<file path="config.mk">
export PLATFORM = sky130hd
export DESIGN_NAME = vsf_regs
export DESIGN_NICKNAME = d
export VERILOG_FILES = /design/src/pkg/vsf_pkg.sv /design/src/rtl/vsf_regs.sv
export SDC_FILE = /design/constraint.sdc
export NUM_CORES = 2
export LEC_CHECK = 0
export CORE_MARGIN = 1.5
export CORE_UTILIZATION = 55
export CTS_BUF_LIST = sky130_fd_sc_hd__clkbuf_4 sky130_fd_sc_hd__clkbuf_8
export DETAILED_ROUTE_END_ITERATION = 12
export DONT_BUFFER_PORTS = 1
export PLACE_DENSITY_LB_ADDON = 0.25
export SYNTH_ARGS = -nofsm -noshare
export SYNTH_HDL_FRONTEND = slang
export SYNTH_SLANG_ARGS = --single-unit
</file>
<file path="constraint.sdc">
create_clock -name mclk_i -period 3.51 [get_ports mclk_i]
set_input_delay 0.351 -clock mclk_i [delete_from_list [all_inputs] [get_ports mclk_i]]
set_output_delay 0.351 -clock mclk_i [all_outputs]
set_load 0.01 [all_outputs]
</file>
<file path="src/pkg/vsf_pkg.sv">
// Purpose: Constants for the vertical-blanking slicer control registers
// Assumes: 8-bit register port, byte subaddresses
// Notes:   Offsets are byte subaddresses
package vsf_pkg;
	// Register offsets
	localparam logic [7:0] VSF_TTX_CTRL_ADR   = 8'hBB;
	localparam logic [7:0] VSF_WCOUNT_ADR     = 8'hBC;
	localparam logic [7:0] VSF_THRESH_ADR     = 8'hBD;
	localparam logic [7:0] VSF_FLUSH_ADR      = 8'hBF;
	localparam logic [7:0] VSF_ROUTE_ADR      = 8'hC0;
	localparam logic [7:0] VSF_LINE_INT_ADR   = 8'hC1;
	localparam logic [7:0] VSF_SWPOS_LO_ADR   = 8'hC2;
	localparam logic [7:0] VSF_SWPOS_HI_ADR   = 8'hC3;
	localparam logic [7:0] VSF_FIRST_LINE_ADR = 8'hD6;
	localparam logic [7:0] VSF_LAST_LINE_ADR  = 8'hD7;
	localparam logic [7:0] VSF_WIN_STD_ADR    = 8'hD8;
	localparam logic [7:0] VSF_FIFO_DATA_ADR  = 8'hE2;
	localparam logic [7:0] VSF_RAW_STAT_ADR   = 8'hF0;
	// Reset values
	localparam logic [7:0] VSF_TTX_CTRL_RST   = 8'h00;
	localparam logic [7:0] VSF_THRESH_RST     = 8'h80;
	localparam logic [0:0] VSF_ROUTE_RST      = 1'h0;
	localparam logic [7:0] VSF_LINE_INT_RST   = 8'h00;
	localparam logic [9:0] VSF_SWPOS_RST      = 10'h01E;
	localparam logic [7:0] VSF_FIRST_LINE_RST = 8'h06;
	localparam logic [7:0] VSF_LAST_LINE_RST  = 8'h1B;
	localparam logic [7:0] VSF_WIN_STD_RST    = 8'hFF;
	// Field positions
	localparam int VSF_F1_EN_BIT   = 0;
	localparam int VSF_F2_EN_BIT   = 1;
	localparam int VSF_MODE_BIT    = 2;
	localparam int VSF_LOGIC_LSB   = 3;
	localparam int VSF_FLD1_BIT    = 7;
	localparam int VSF_FLD2_BIT    = 6;
	localparam int VSF_THR_STAT_BIT  = 7;
	localparam int VSF_LINE_STAT_BIT = 0;
	localparam logic [7:0] VSF_TTX_CTRL_MASK = 8'h1F;
	localparam logic [5:0] VSF_MIN_LINE      = 6'h01;
	// Filter combine codes
	localparam logic [1:0] VSF_LOGIC_NOR  = 2'h0;
	localparam logic [1:0] VSF_LOGIC_NAND = 2'h1;
	localparam logic [1:0] VSF_LOGIC_OR   = 2'h2;
	localparam logic [1:0] VSF_LOGIC_AND  = 2'h3;
	// Header lengths
	localparam logic [2:0] VSF_HDR_SHORT = 3'h2;
	localparam logic [2:0] VSF_HDR_LONG  = 3'h5;
	// Slicing standard meaning no slicing
	localparam logic [7:0] VSF_STD_NONE = 8'hFF;
	// FIFO geometry
	localparam int         VSF_FIFO_AW    = 7;
	localparam logic [7:0] VSF_FIFO_DEPTH = 8'h80;
endpackage

</file>
<file path="src/rtl/vsf_regs.sv">
// Purpose: Control and status registers of the vertical-blanking slicer
// Assumes: Synchronous inputs, one clock, read data one cycle after strobe
// Notes:   Holds the sliced-data word store and its two drains
// Notes on behaviour
// - Filter decisions combine by code: 00 NOR, 01 NAND, 10 OR, 11 AND.
// - Mode bit 0 compares 2 header bytes, 1 compares 5 bytes.
// - Bit 0 enables filter 1, bit 1 filter 2, both off after reset.
// - Enabled filter true when masked data equals pattern, or mask all zero.
// - Word count register reads stored words, one word being two bytes.
// - Threshold flag raised while stored words exceed threshold, reset 80h.
// - Any write to flush empties store and clears data registers, self-clearing.
// - Routing bit 0 sends data to luma [9:2], 1 to host port.
// - Field enables bits 7 and 6; interrupt when line exceeds bits [5:0].
// - Programmed line zero or one never gives a line interrupt.
// - Per-line settings switch at 10-bit pixel position after sync fall.
// - Slicer acts on lines whose selected standard is not FFh, if between first and last line registers or while full-field mode is enabled.
// - Window standard applies to every window line without a per-line mode, reset FFh.
// - Per-line mode overrides window standard for that line.
// - Window standard overrides full-field mode inside the window.
// - Raw status: threshold in bit 7, line in bit 0.
// - Interrupt output is OR of raw bits ANDed with mask bits.
`timescale 1ns/1ps
module vsf_regs
	import vsf_pkg::*;
(
	// Clock and reset
	input  wire logic        mclk_i,
	input  wire logic        rst_i,
	// Register port
	input  wire logic [7:0]  reg_addr_i,
	input  wire logic [7:0]  reg_wdata_i,
	input  wire logic        reg_wr_i,
	input  wire logic        reg_rd_i,
	output logic      [7:0]  reg_rdata_o,
	// Teletext header bytes and filter settings
	input  wire logic        ttx_byte_valid_i,
	input  wire logic [2:0]  ttx_byte_index_i,
	input  wire logic [7:0]  ttx_byte_i,
	input  wire logic [19:0] ttx_f1_pattern_i,
	input  wire logic [19:0] ttx_f1_mask_i,
	input  wire logic [19:0] ttx_f2_pattern_i,
	input  wire logic [19:0] ttx_f2_mask_i,
	output logic             ttx_pass_o,
	output logic             ttx_pass_valid_o,
	// Sliced word input
	input  wire logic        fifo_wr_i,
	input  wire logic [15:0] fifo_wdata_i,
	output logic             fifo_wr_ready_o,
	// Luma output stream
	input  wire logic        luma_ready_i,
	output logic             luma_valid_o,
	output logic      [7:0]  luma_data_o,
	// Video timing
	input  wire logic        line_start_i,
	input  wire logic [9:0]  line_num_i,
	input  wire logic        field2_i,
	input  wire logic [9:0]  pixel_pos_i,
	// Per-line and full-field modes
	input  wire logic [7:0]  line_mode_i,
	input  wire logic        full_field_en_i,
	input  wire logic [7:0]  full_field_mode_i,
	// Slicing control
	output logic             slice_switch_o,
	output logic      [7:0]  slice_std_o,
	output logic             slice_active_o,
	// Data register clear and interrupt
	output logic             data_regs_clear_o,
	input  wire logic [7:0]  int_mask_i,
	output logic             int_o
);

	// Register file state
	logic [7:0]  ttx_ctrl_r, ttx_ctrl_nxt;
	logic [7:0]  thresh_r, thresh_nxt;
	logic        route_host_r, route_host_nxt;
	logic [7:0]  line_int_r, line_int_nxt;
	logic [9:0]  swpos_r, swpos_nxt;
	logic [7:0]  first_line_r, first_line_nxt;
	logic [7:0]  last_line_r, last_line_nxt;
	logic [7:0]  win_std_r, win_std_nxt;
	logic [7:0]  rdata_r, rdata_nxt;
	logic        clear_r, clear_nxt;

	// Word store state
	logic [15:0]            mem [0:VSF_FIFO_DEPTH-1];
	logic [VSF_FIFO_AW-1:0] wptr_r, wptr_nxt;
	logic [VSF_FIFO_AW-1:0] rptr_r, rptr_nxt;
	logic [7:0]             count_r, count_nxt;
	logic                   half_r, half_nxt;
	logic                   lv_r, lv_nxt;
	logic [7:0]             ld_r, ld_nxt;

	// Filter, line and slicing state
	logic        f1_ok_r, f1_ok_nxt;
	logic        f2_ok_r, f2_ok_nxt;
	logic        pass_r, pass_nxt;
	logic        pass_v_r, pass_v_nxt;
	logic        line_flag_r, line_flag_nxt;
	logic        sw_r, sw_nxt;
	logic [7:0]  std_r, std_nxt;
	logic        act_r, act_nxt;

	// Combinational helpers
	logic        push, pop, empty, full, flush;
	logic        byte_take, host_rd;
	logic [7:0]  cur_byte;
	logic [7:0]  raw_stat;
	logic [2:0]  hdr_len;
	logic        in_win;
	logic [7:0]  std_sel;

	// Filter test on one header byte: data bits 7,5,3,1 against a nibble
	function automatic logic nib_match(input logic [7:0] b, input logic [3:0] pat,
		input logic [3:0] msk);
		logic [3:0] d;
		d = {b[7], b[5], b[3], b[1]};
		nib_match = ((d ^ pat) & msk) == 4'h0;
	endfunction

	// Register match helper
	function automatic logic hit(input logic [7:0] a, input logic [7:0] adr);
		hit = a == adr;
	endfunction

	// Word store flags and transfers
	always_comb begin
		flush           = reg_wr_i && hit(reg_addr_i, VSF_FLUSH_ADR);
		empty           = count_r == 8'h00;
		full            = count_r == VSF_FIFO_DEPTH;
		fifo_wr_ready_o = !full && !flush;
		push            = fifo_wr_i && fifo_wr_ready_o;
		host_rd         = reg_rd_i && hit(reg_addr_i, VSF_FIFO_DATA_ADR);
		cur_byte        = half_r ? mem[rptr_r][15:8] : mem[rptr_r][7:0];
		byte_take       = !empty && (route_host_r ? host_rd
			: (!lv_r || luma_ready_i));
		pop             = byte_take && half_r;
	end

	always_comb begin
		wptr_nxt  = wptr_r;
		rptr_nxt  = rptr_r;
		count_nxt = count_r;
		half_nxt  = half_r;
		lv_nxt    = lv_r;
		ld_nxt    = ld_r;
		if (flush) begin
			wptr_nxt  = '0;
			rptr_nxt  = '0;
			count_nxt = 8'h00;
			half_nxt  = 1'b0;
			lv_nxt    = 1'b0;
		end else begin
			if (push)
				wptr_nxt = wptr_r + 1'b1;
			if (byte_take)
				half_nxt = !half_r;
			if (pop)
				rptr_nxt = rptr_r + 1'b1;
			count_nxt = count_r + {7'h00, push} - {7'h00, pop};
			if (!route_host_r && byte_take) begin
				lv_nxt = 1'b1;
				ld_nxt = cur_byte;
			end else if (luma_ready_i || route_host_r) begin
				lv_nxt = 1'b0;
			end
		end
	end

	always_ff @(posedge mclk_i) begin
		if (push)
			mem[wptr_r] <= fifo_wdata_i;
	end

	always_ff @(posedge mclk_i or posedge rst_i) begin
		if (rst_i) begin
			wptr_r  <= '0;
			rptr_r  <= '0;
			count_r <= 8'h00;
			half_r  <= 1'b0;
			lv_r    <= 1'b0;
			ld_r    <= 8'h00;
		end else begin
			wptr_r  <= wptr_nxt;
			rptr_r  <= rptr_nxt;
			count_r <= count_nxt;
			half_r  <= half_nxt;
			lv_r    <= lv_nxt;
			ld_r    <= ld_nxt;
		end
	end

	// Raw status and interrupt
	always_comb begin
		raw_stat = 8'h00;
		raw_stat[VSF_THR_STAT_BIT]  = count_r > thresh_r;
		raw_stat[VSF_LINE_STAT_BIT] = line_flag_r;
	end

	// Register writes and reads
	always_comb begin
		ttx_ctrl_nxt   = ttx_ctrl_r;
		thresh_nxt     = thresh_r;
		route_host_nxt = route_host_r;
		line_int_nxt   = line_int_r;
		swpos_nxt      = swpos_r;
		first_line_nxt = first_line_r;
		last_line_nxt  = last_line_r;
		win_std_nxt    = win_std_r;
		clear_nxt      = flush;
		rdata_nxt      = rdata_r;
		if (reg_wr_i) begin
			unique case (reg_addr_i)
				VSF_TTX_CTRL_ADR:   ttx_ctrl_nxt   = reg_wdata_i & VSF_TTX_CTRL_MASK;
				VSF_THRESH_ADR:     thresh_nxt     = reg_wdata_i;
				VSF_ROUTE_ADR:      route_host_nxt = reg_wdata_i[0];
				VSF_LINE_INT_ADR:   line_int_nxt   = reg_wdata_i;
				VSF_SWPOS_LO_ADR:   swpos_nxt      = {swpos_r[9:8], reg_wdata_i};
				VSF_SWPOS_HI_ADR:   swpos_nxt      = {reg_wdata_i[1:0], swpos_r[7:0]};
				VSF_FIRST_LINE_ADR: first_line_nxt = reg_wdata_i;
				VSF_LAST_LINE_ADR:  last_line_nxt  = reg_wdata_i;
				VSF_WIN_STD_ADR:    win_std_nxt    = reg_wdata_i;
				default:            ;
			endcase
		end
		if (reg_rd_i) begin
			unique case (reg_addr_i)
				VSF_TTX_CTRL_ADR:   rdata_nxt = ttx_ctrl_r;
				VSF_WCOUNT_ADR:     rdata_nxt = count_r;
				VSF_THRESH_ADR:     rdata_nxt = thresh_r;
				VSF_ROUTE_ADR:      rdata_nxt = {7'h00, route_host_r};
				VSF_LINE_INT_ADR:   rdata_nxt = line_int_r;
				VSF_SWPOS_LO_ADR:   rdata_nxt = swpos_r[7:0];
				VSF_SWPOS_HI_ADR:   rdata_nxt = {6'h00, swpos_r[9:8]};
				VSF_FIRST_LINE_ADR: rdata_nxt = first_line_r;
				VSF_LAST_LINE_ADR:  rdata_nxt = last_line_r;
				VSF_WIN_STD_ADR:    rdata_nxt = win_std_r;
				VSF_FIFO_DATA_ADR:  rdata_nxt = (route_host_r && byte_take) ? cur_byte : 8'h00;
				VSF_RAW_STAT_ADR:   rdata_nxt = raw_stat;
				default:            rdata_nxt = 8'h00;
			endcase
		end
	end

	always_ff @(posedge mclk_i or posedge rst_i) begin
		if (rst_i) begin
			ttx_ctrl_r   <= VSF_TTX_CTRL_RST;
			thresh_r     <= VSF_THRESH_RST;
			route_host_r <= VSF_ROUTE_RST;
			line_int_r   <= VSF_LINE_INT_RST;
			swpos_r      <= VSF_SWPOS_RST;
			first_line_r <= VSF_FIRST_LINE_RST;
			last_line_r  <= VSF_LAST_LINE_RST;
			win_std_r    <= VSF_WIN_STD_RST;
			clear_r      <= 1'b0;
			rdata_r      <= 8'h00;
		end else begin
			ttx_ctrl_r   <= ttx_ctrl_nxt;
			thresh_r     <= thresh_nxt;
			route_host_r <= route_host_nxt;
			line_int_r   <= line_int_nxt;
			swpos_r      <= swpos_nxt;
			first_line_r <= first_line_nxt;
			last_line_r  <= last_line_nxt;
			win_std_r    <= win_std_nxt;
			clear_r      <= clear_nxt;
			rdata_r      <= rdata_nxt;
		end
	end

	// Teletext header filtering
	always_comb begin
		hdr_len    = ttx_ctrl_r[VSF_MODE_BIT] ? VSF_HDR_LONG : VSF_HDR_SHORT;
		f1_ok_nxt  = f1_ok_r;
		f2_ok_nxt  = f2_ok_r;
		pass_nxt   = pass_r;
		pass_v_nxt = 1'b0;
		if (ttx_byte_valid_i && ttx_byte_index_i < hdr_len) begin
			// First byte restarts both accumulations
			f1_ok_nxt = (ttx_byte_index_i == 3'h0 || f1_ok_r)
				&& nib_match(ttx_byte_i, ttx_f1_pattern_i[ttx_byte_index_i*4 +: 4],
					ttx_f1_mask_i[ttx_byte_index_i*4 +: 4]);
			f2_ok_nxt = (ttx_byte_index_i == 3'h0 || f2_ok_r)
				&& nib_match(ttx_byte_i, ttx_f2_pattern_i[ttx_byte_index_i*4 +: 4],
					ttx_f2_mask_i[ttx_byte_index_i*4 +: 4]);
			if (ttx_byte_index_i == hdr_len - 3'h1) begin
				pass_v_nxt = 1'b1;
				f1_ok_nxt  = f1_ok_nxt && ttx_ctrl_r[VSF_F1_EN_BIT];
				f2_ok_nxt  = f2_ok_nxt && ttx_ctrl_r[VSF_F2_EN_BIT];
				unique case (ttx_ctrl_r[VSF_LOGIC_LSB +: 2])
					VSF_LOGIC_NOR:  pass_nxt = !(f1_ok_nxt || f2_ok_nxt);
					VSF_LOGIC_NAND: pass_nxt = !(f1_ok_nxt && f2_ok_nxt);
					VSF_LOGIC_OR:   pass_nxt = f1_ok_nxt || f2_ok_nxt;
					VSF_LOGIC_AND:  pass_nxt = f1_ok_nxt && f2_ok_nxt;
				endcase
			end
		end
	end

	// Line interrupt and slicing standard selection
	always_comb begin
		line_flag_nxt = line_flag_r;
		if (line_start_i)
			line_flag_nxt = line_int_r[5:0] > VSF_MIN_LINE
				&& line_num_i > {4'h0, line_int_r[5:0]}
				&& (field2_i ? line_int_r[VSF_FLD2_BIT] : line_int_r[VSF_FLD1_BIT]);
		in_win = line_num_i >= {2'h0, first_line_r}
			&& line_num_i <= {2'h0, last_line_r};
		if (line_mode_i != VSF_STD_NONE)
			std_sel = line_mode_i;
		else if (in_win)
			std_sel = win_std_r;
		else if (full_field_en_i)
			std_sel = full_field_mode_i;
		else
			std_sel = VSF_STD_NONE;
		sw_nxt  = pixel_pos_i == swpos_r;
		std_nxt = std_r;
		act_nxt = act_r;
		if (sw_nxt) begin
			std_nxt = std_sel;
			act_nxt = std_sel != VSF_STD_NONE && (in_win || full_field_en_i);
		end
	end

	always_ff @(posedge mclk_i or posedge rst_i) begin
		if (rst_i) begin
			f1_ok_r     <= 1'b0;
			f2_ok_r     <= 1'b0;
			pass_r      <= 1'b0;
			pass_v_r    <= 1'b0;
			line_flag_r <= 1'b0;
			sw_r        <= 1'b0;
			std_r       <= VSF_STD_NONE;
			act_r       <= 1'b0;
		end else begin
			f1_ok_r     <= f1_ok_nxt;
			f2_ok_r     <= f2_ok_nxt;
			pass_r      <= pass_nxt;
			pass_v_r    <= pass_v_nxt;
			line_flag_r <= line_flag_nxt;
			sw_r        <= sw_nxt;
			std_r       <= std_nxt;
			act_r       <= act_nxt;
		end
	end

	// Outputs
	assign reg_rdata_o       = rdata_r;
	assign ttx_pass_o        = pass_r;
	assign ttx_pass_valid_o  = pass_v_r;
	assign luma_valid_o      = lv_r;
	assign luma_data_o       = ld_r;
	assign slice_switch_o    = sw_r;
	assign slice_std_o       = std_r;
	assign slice_active_o    = act_r;
	assign data_regs_clear_o = clear_r;
	assign int_o             = |(raw_stat & int_mask_i);

endmodule

</file>
==> flow_summary.html <==
<table>
<tr><th>Metric</th><th>Value</th></tr>
<tr><th colspan="2">STA</th></tr>
<tr><td>Setup violators final</td><td>0</td></tr>
<tr><td>Worst hold slack across all endpoints</td><td>~0.13 ns</td></tr>
<tr><td>Max Transition Viols Final</td><td>0</td></tr>
<tr><td>Final-report hold violation count</td><td>0</td></tr>
<tr><td>Max Clock Freq</td><td>approximately 0.29 GHz</td></tr>
<tr><td>Final Critical Period</td><td>3.47 ns</td></tr>
<tr><td>Period utilization</td><td>just under 100%</td></tr>
<tr><td>Max-slew headroom</td><td>between 30% and 40%</td></tr>
<tr><td>Transition time at the pin with the least slew margin</td><td>0.998 ns</td></tr>
<tr><td>RSZ-0062 raised after global routing</td><td>true</td></tr>
<tr><td>Final Skew</td><td>approximately 0.063 ns</td></tr>
<tr><th colspan="2">GRT</th></tr>
<tr><td>Met1 Resource Use GR</td><td>37.7%</td></tr>
<tr><td>Global-route met2 utilization</td><td>41.9%</td></tr>
<tr><td>Global Route Usage Sum</td><td>between 20% and 30%</td></tr>
<tr><td>Largest net degree at the start of global routing</td><td>~130</td></tr>
<tr><td>Number of global-route vias before repair</td><td>between 40,000 and 50,000</td></tr>
<tr><td>Global route hottest layer</td><td>met2</td></tr>
<tr><td>Sum of overflow across all layers after global routing</td><td>0</td></tr>
<tr><td>Met3 usage</td><td>6.43%</td></tr>
<tr><td>Wire length of the first global-routing pass</td><td>slightly above 300,000 um</td></tr>
<tr><td>Antenna violations before repair</td><td>2</td></tr>
<tr><th colspan="2">Hold path</th></tr>
<tr><td>Path category of the worst min-delay check</td><td>input pin to flip-flop</td></tr>
<tr><td>Beginning of the worst hold path</td><td>reg_addr_i[0]</td></tr>
<tr><td>Worst hold stages</td><td>5</td></tr>
<tr><td>Worst min-delay path endpoint</td><td>reg_rdata_o[6]$_DFFE_PP0P_</td></tr>
<tr><th colspan="2">Die</th></tr>
<tr><td>Starting Density</td><td>between 50% and 60%</td></tr>
<tr><td>Area of the die</td><td>159,000 um2</td></tr>
<tr><td># IOs</td><td>209</td></tr>
<tr><td>Core region area</td><td>approximately 150,000 um2</td></tr>
<tr><td>Die extent in x</td><td>399 um</td></tr>
<tr><td>Floorplan die height</td><td>about 400 um</td></tr>
<tr><td># rows</td><td>144</td></tr>
<tr><th colspan="2">Clocking</th></tr>
<tr><td>Maximum level of the CTS H-tree</td><td>5</td></tr>
<tr><td>Total CTS buffers</td><td>356</td></tr>
<tr><td>Clock root buffer master</td><td>sky130_fd_sc_hd__clkbuf_8</td></tr>
<tr><td>TritonCTS clock tree</td><td>built</td></tr>
<tr><td>Number of sinks handled by clock tree synthesis</td><td>roughly 2,200</td></tr>
<tr><td>Register clock-pin slew on the reported worst setup and hold paths</td><td>0.06 ns</td></tr>
<tr><td>Max Root-Sink Buffers</td><td>4</td></tr>
<tr><td>Clk_lat worst skew</td><td>about 1.0 ns</td></tr>
<tr><th colspan="2">Synth</th></tr>
<tr><td>Unique masters post-synth</td><td>a little under 80</td></tr>
<tr><td>Synthesized Nets</td><td>about 4,300</td></tr>
<tr><td>Number of warnings printed during yosys synthesis</td><td>0</td></tr>
<tr><td>Synthesized area divided by synthesized cell count</td><td>between 20 and 25 um2</td></tr>
<tr><td>Cell taking the most area after synthesis</td><td>sky130_fd_sc_hd__edfxtp_1</td></tr>
<tr><td>Cell area after technology mapping</td><td>between 80,000 and 90,000 um2</td></tr>
<tr><td>Fraction of synthesized cell area taken by the top area cell type</td><td>between 70% and 80%</td></tr>
<tr><td>Sequential cell area fraction in the yosys report</td><td>between 70% and 80%</td></tr>
<tr><td>Main area contributors after synthesis</td><td>sky130_fd_sc_hd__edfxtp_1 (71%), sky130_fd_sc_hd__mux4_2 (15%), sky130_fd_sc_hd__dfrtp_1 (2.5%)</td></tr>
<tr><td>Total of flip-flops plus latches after synthesis</td><td>about 2,200</td></tr>
<tr><td>Main synth FF type</td><td>sky130_fd_sc_hd__edfxtp_1</td></tr>
<tr><td>Share of async-settable or async-resettable flops after synthesis</td><td>approximately 5.2%</td></tr>
<tr><td>Number of instances in the synthesized netlist</td><td>just over 4,000</td></tr>
<tr><td>Count of flip-flops with a built-in enable after synthesis</td><td>2,048</td></tr>
<tr><th colspan="2">Route</th></tr>
<tr><td>Routed wire length per instance</td><td>a little over 30 um</td></tr>
<tr><td>Vias after detailed routing</td><td>around 44,000</td></tr>
<tr><td>Routed Antenna Nets</td><td>0</td></tr>
<tr><td>Routed via count divided by cell count</td><td>about 6.4</td></tr>
<tr><td>DRC violations left</td><td>0</td></tr>
<tr><td>Initial drt markers</td><td>roughly 5,000</td></tr>
<tr><td>Final WL</td><td>~210,000 um</td></tr>
<tr><td>Number of detailed-route iterations in the first pass</td><td>6</td></tr>
<tr><th colspan="2">Placed design</th></tr>
<tr><td>DP Cell Count</td><td>between 6,000 and 7,000</td></tr>
<tr><td>Port Buffers</td><td>0</td></tr>
<tr><td>Final weighted congestion of routability-driven global placement</td><td>approximately 0.9</td></tr>
<tr><td>DP Wirelength</td><td>~130,000 um</td></tr>
<tr><th colspan="2">Finish</th></tr>
<tr><td>Number of standard cells in the layout, taps in and fillers out</td><td>6,984</td></tr>
<tr><td>Fin nets</td><td>4,914</td></tr>
<tr><td>Ratio of cells with drive above 1 in the final layout</td><td>32.9%</td></tr>
<tr><td>Layout overhead on the synthesized area</td><td>15.0%</td></tr>
<tr><th colspan="2">Worst setup path</th></tr>
<tr><td>Worst reg2reg path startpoint</td><td>rptr_r[0]$_DFFE_PP0P_</td></tr>
<tr><td>Type of destination of the critical path</td><td>flip-flop</td></tr>
<tr><td>Crit path DAT</td><td>4.37 ns</td></tr>
<tr><td>Depth of the worst register-to-register path</td><td>11</td></tr>
<tr><td>Critical register-to-register path endpoint</td><td>luma_data_o[3]$_DFFE_PP0P_</td></tr>
<tr><td>Launching instance or port of the critical path</td><td>rptr_r[0]$_DFFE_PP0P_</td></tr>
<tr><td>Required time at the worst-slack endpoint</td><td>around 4.4 ns</td></tr>
<tr><td>Critical-path maximum fanout</td><td>20</td></tr>
<tr><td>Critical Path Source Type</td><td>flip-flop</td></tr>
<tr><td>Crit Path Category</td><td>flip-flop to flip-flop</td></tr>
<tr><td>Worst setup slack for register-to-register paths</td><td>around 0.036 ns</td></tr>
<tr><th colspan="2">Outcome</th></tr>
<tr><td>Outcome</td><td>complete, no violations</td></tr>
<tr><th colspan="2">Power and ir drop</th></tr>
<tr><td>Max VDD drop</td><td>~0.00044 V</td></tr>
<tr><td>P per Cell Area</td><td>roughly 730 nW/um2</td></tr>
<tr><td>Leakage power summed over all cells</td><td>between 30 and 40 nW</td></tr>
<tr><th colspan="2">Run</th></tr>
<tr><td>Maximum capacitance violations</td><td>0</td></tr>
</table>
==> final cells by class <==
class / count / area [um2]
multi-input cells: 1633 / 20500
flip-flops and latches: 2160 / 64400
diodes: 1 / 2.50
clock buffers: 458 / 5700
well taps: 2044 / 2560
clock inverters: 150 / 892
repair buffers: 475 / 4780
fillers: 10300 / 55800
inverters: 63 / 239
==> cells in the final DEF (no fill, tap or decap), types with 9 or more instances in the layout <==
cell type                       count
sky130_fd_sc_hd__edfxtp_1        2048
sky130_fd_sc_hd__o22ai_1           11
sky130_fd_sc_hd__clkinv_2          28
sky130_fd_sc_hd__buf_4            319
sky130_fd_sc_hd__xor2_1            38
sky130_fd_sc_hd__ha_1              47
sky130_fd_sc_hd__buf_16            20
sky130_fd_sc_hd__buf_12            43
sky130_fd_sc_hd__clkbuf_4          96
sky130_fd_sc_hd__a21oi_1           57
sky130_fd_sc_hd__dfstp_2           27
sky130_fd_sc_hd__nand4_1           17
sky130_fd_sc_hd__nor2_2            32
sky130_fd_sc_hd__o21ai_1           20
sky130_fd_sc_hd__dfrtp_1           81
sky130_fd_sc_hd__nor3_1            17
sky130_fd_sc_hd__a31oi_1           12
sky130_fd_sc_hd__inv_1             61
sky130_fd_sc_hd__bufinv_16          9
sky130_fd_sc_hd__mux2i_1          108
sky130_fd_sc_hd__nand2_1           81
sky130_fd_sc_hd__a211oi_1          31
sky130_fd_sc_hd__nand3_1           34
sky130_fd_sc_hd__nand2b_1          24
sky130_fd_sc_hd__a221oi_1          11
sky130_fd_sc_hd__nor4_1             9
sky130_fd_sc_hd__clkbuf_8         362
sky130_fd_sc_hd__mux4_2           575
sky130_fd_sc_hd__mux2_2            70
sky130_fd_sc_hd__clkinv_1         100
sky130_fd_sc_hd__nor2_1           144
sky130_fd_sc_hd__a222oi_1          11
sky130_fd_sc_hd__xnor2_1           18
sky130_fd_sc_hd__o21ai_0           41
sky130_fd_sc_hd__nor2b_1           39
sky130_fd_sc_hd__a22oi_1           40
sky130_fd_sc_hd__o211ai_1          11
sky130_fd_sc_hd__dlygate4sd3_1     88
==> worst max path at each step <==
stage | end | slack, ns
final | luma_data_o[3]$_DFFE_PP0P_ | 0.04
after global routing | count_r[6]$_DFF_PP0_ | -0.09
after CTS | luma_data_o[7]$_DFFE_PP0P_ | 0.02
after detailed placement | luma_data_o[7]$_DFFE_PP0P_ | -0.24
after global placement | luma_data_o[7]$_DFFE_PP0P_ | -0.24
after floorplan | mem[31][0]$_DFFE_PP_ | 0.20
==> routing by layer <==
layer / routed length [um] / part of all wire [%]
met5: 11 / 0.0052
met3: 20700 / 9.7
met1: 83600 / 39
met2: 101000 / 47
met4: 8260 / 3.9
==> cells in the mapped netlist, types with 17 or more instances <==
cell type / number
sky130_fd_sc_hd__o21ai_1: 20
sky130_fd_sc_hd__clkbuf_1: 63
sky130_fd_sc_hd__nand2_1: 81
sky130_fd_sc_hd__buf_6: 17
sky130_fd_sc_hd__nand2b_1: 24
sky130_fd_sc_hd__ha_1: 47
sky130_fd_sc_hd__buf_4: 42
sky130_fd_sc_hd__buf_2: 74
sky130_fd_sc_hd__mux4_2: 575
sky130_fd_sc_hd__nor2_1: 175
sky130_fd_sc_hd__nor3_1: 19
sky130_fd_sc_hd__mux2_2: 70
sky130_fd_sc_hd__xor2_1: 38
sky130_fd_sc_hd__a211oi_1: 32
sky130_fd_sc_hd__xnor2_1: 18
sky130_fd_sc_hd__a21oi_1: 57
sky130_fd_sc_hd__edfxtp_1: 2048
sky130_fd_sc_hd__inv_1: 62
sky130_fd_sc_hd__a22oi_1: 41
sky130_fd_sc_hd__nand4_1: 17
sky130_fd_sc_hd__dfrtp_1: 85
sky130_fd_sc_hd__nor2b_1: 40
sky130_fd_sc_hd__o21ai_0: 42
sky130_fd_sc_hd__dfstp_2: 27
sky130_fd_sc_hd__mux2i_1: 109
sky130_fd_sc_hd__nand3_1: 34
==> worst max-delay path: stages (launching register included) <==
cell,delay [ns]
sky130_fd_sc_hd__dfrtp_4,0.44
sky130_fd_sc_hd__buf_8,0.22
sky130_fd_sc_hd__buf_12,0.20
sky130_fd_sc_hd__buf_12,0.22
sky130_fd_sc_hd__mux4_2,0.52
sky130_fd_sc_hd__mux2_2,0.34
sky130_fd_sc_hd__a222oi_1,0.34
sky130_fd_sc_hd__nand4_1,0.36
sky130_fd_sc_hd__o221ai_1,0.32
sky130_fd_sc_hd__o2bb2ai_2,0.18
sky130_fd_sc_hd__inv_1,0.11
sky130_fd_sc_hd__o21ai_1,0.06
==> logic make-up (layout without fill, tap and decap cells) <==
group	Yosys count	after routing	synth area share, %
mux	754	754	17.2
xor+xnor	56	56	0.570
simple gates	454	454	2.55
flops	2160	2160	74.8
other cells	0	1	0
buf+inv	273	1146	1.63
compound gates	321	321	2.56
fa+ha+maj	48	48	0.707
==> what timing repair did <==
| action | 4_1_cts | 5_1_grt |
|---|---|---|
| endpoints found under the setup margin | 2 | 16 |
| cloned | 0 | 2 |
| pin swaps | 0 | 1 |
| hold buffers | 104 | 2 |
| endpoints found under the hold margin | 2237 | 1 |
| setup buffers | 2 | 0 |
| resized for setup | 0 | 17 |
==> power by group <==
group	switching [mW]	internal (mW)	total, mW
Sequential	0.509	28.9	29.4
Combinational	11.9	10.3	22.2
Clock	9.62	11.2	20.8
==> stage by stage <==
step / utilization, % / power (mW) / setup TNS [ns] / area [um2] / worst slack [ns]
CTS: 63.9 / 72.6 / 0 / 98800 / 0.0222
floorplan: - / 43.2 / 0 / 86100 / 0.202
global placement: 58.7 / 51.1 / -0.461 / 90900 / -0.239
global route: 64.0 / 74.8 / -0.122 / 99000 / -0.0890
finish: 64.0 / 72.4 / 0 / 99000 / 0.0356
detailed placement: 58.7 / 51.2 / -0.478 / 90900 / -0.245
==> flip-flops by register name, summed over array words and instances (netlist names), 5 cells and up <==
| signal | cells |
|---|---|
| first_line_r | 8 |
| thresh_r | 8 |
| win_std_r | 8 |
| last_line_r | 8 |
| luma_data_o | 8 |
| line_int_r | 8 |
| wptr_r | 7 |
| rptr_r | 7 |
| slice_std_o | 8 |
| count_r | 8 |
| reg_rdata_o | 8 |
| ttx_ctrl_r | 5 |
| swpos_r | 10 |
| mem | 2048 |
No activity file was read; power rests on OpenSTA's default activity.
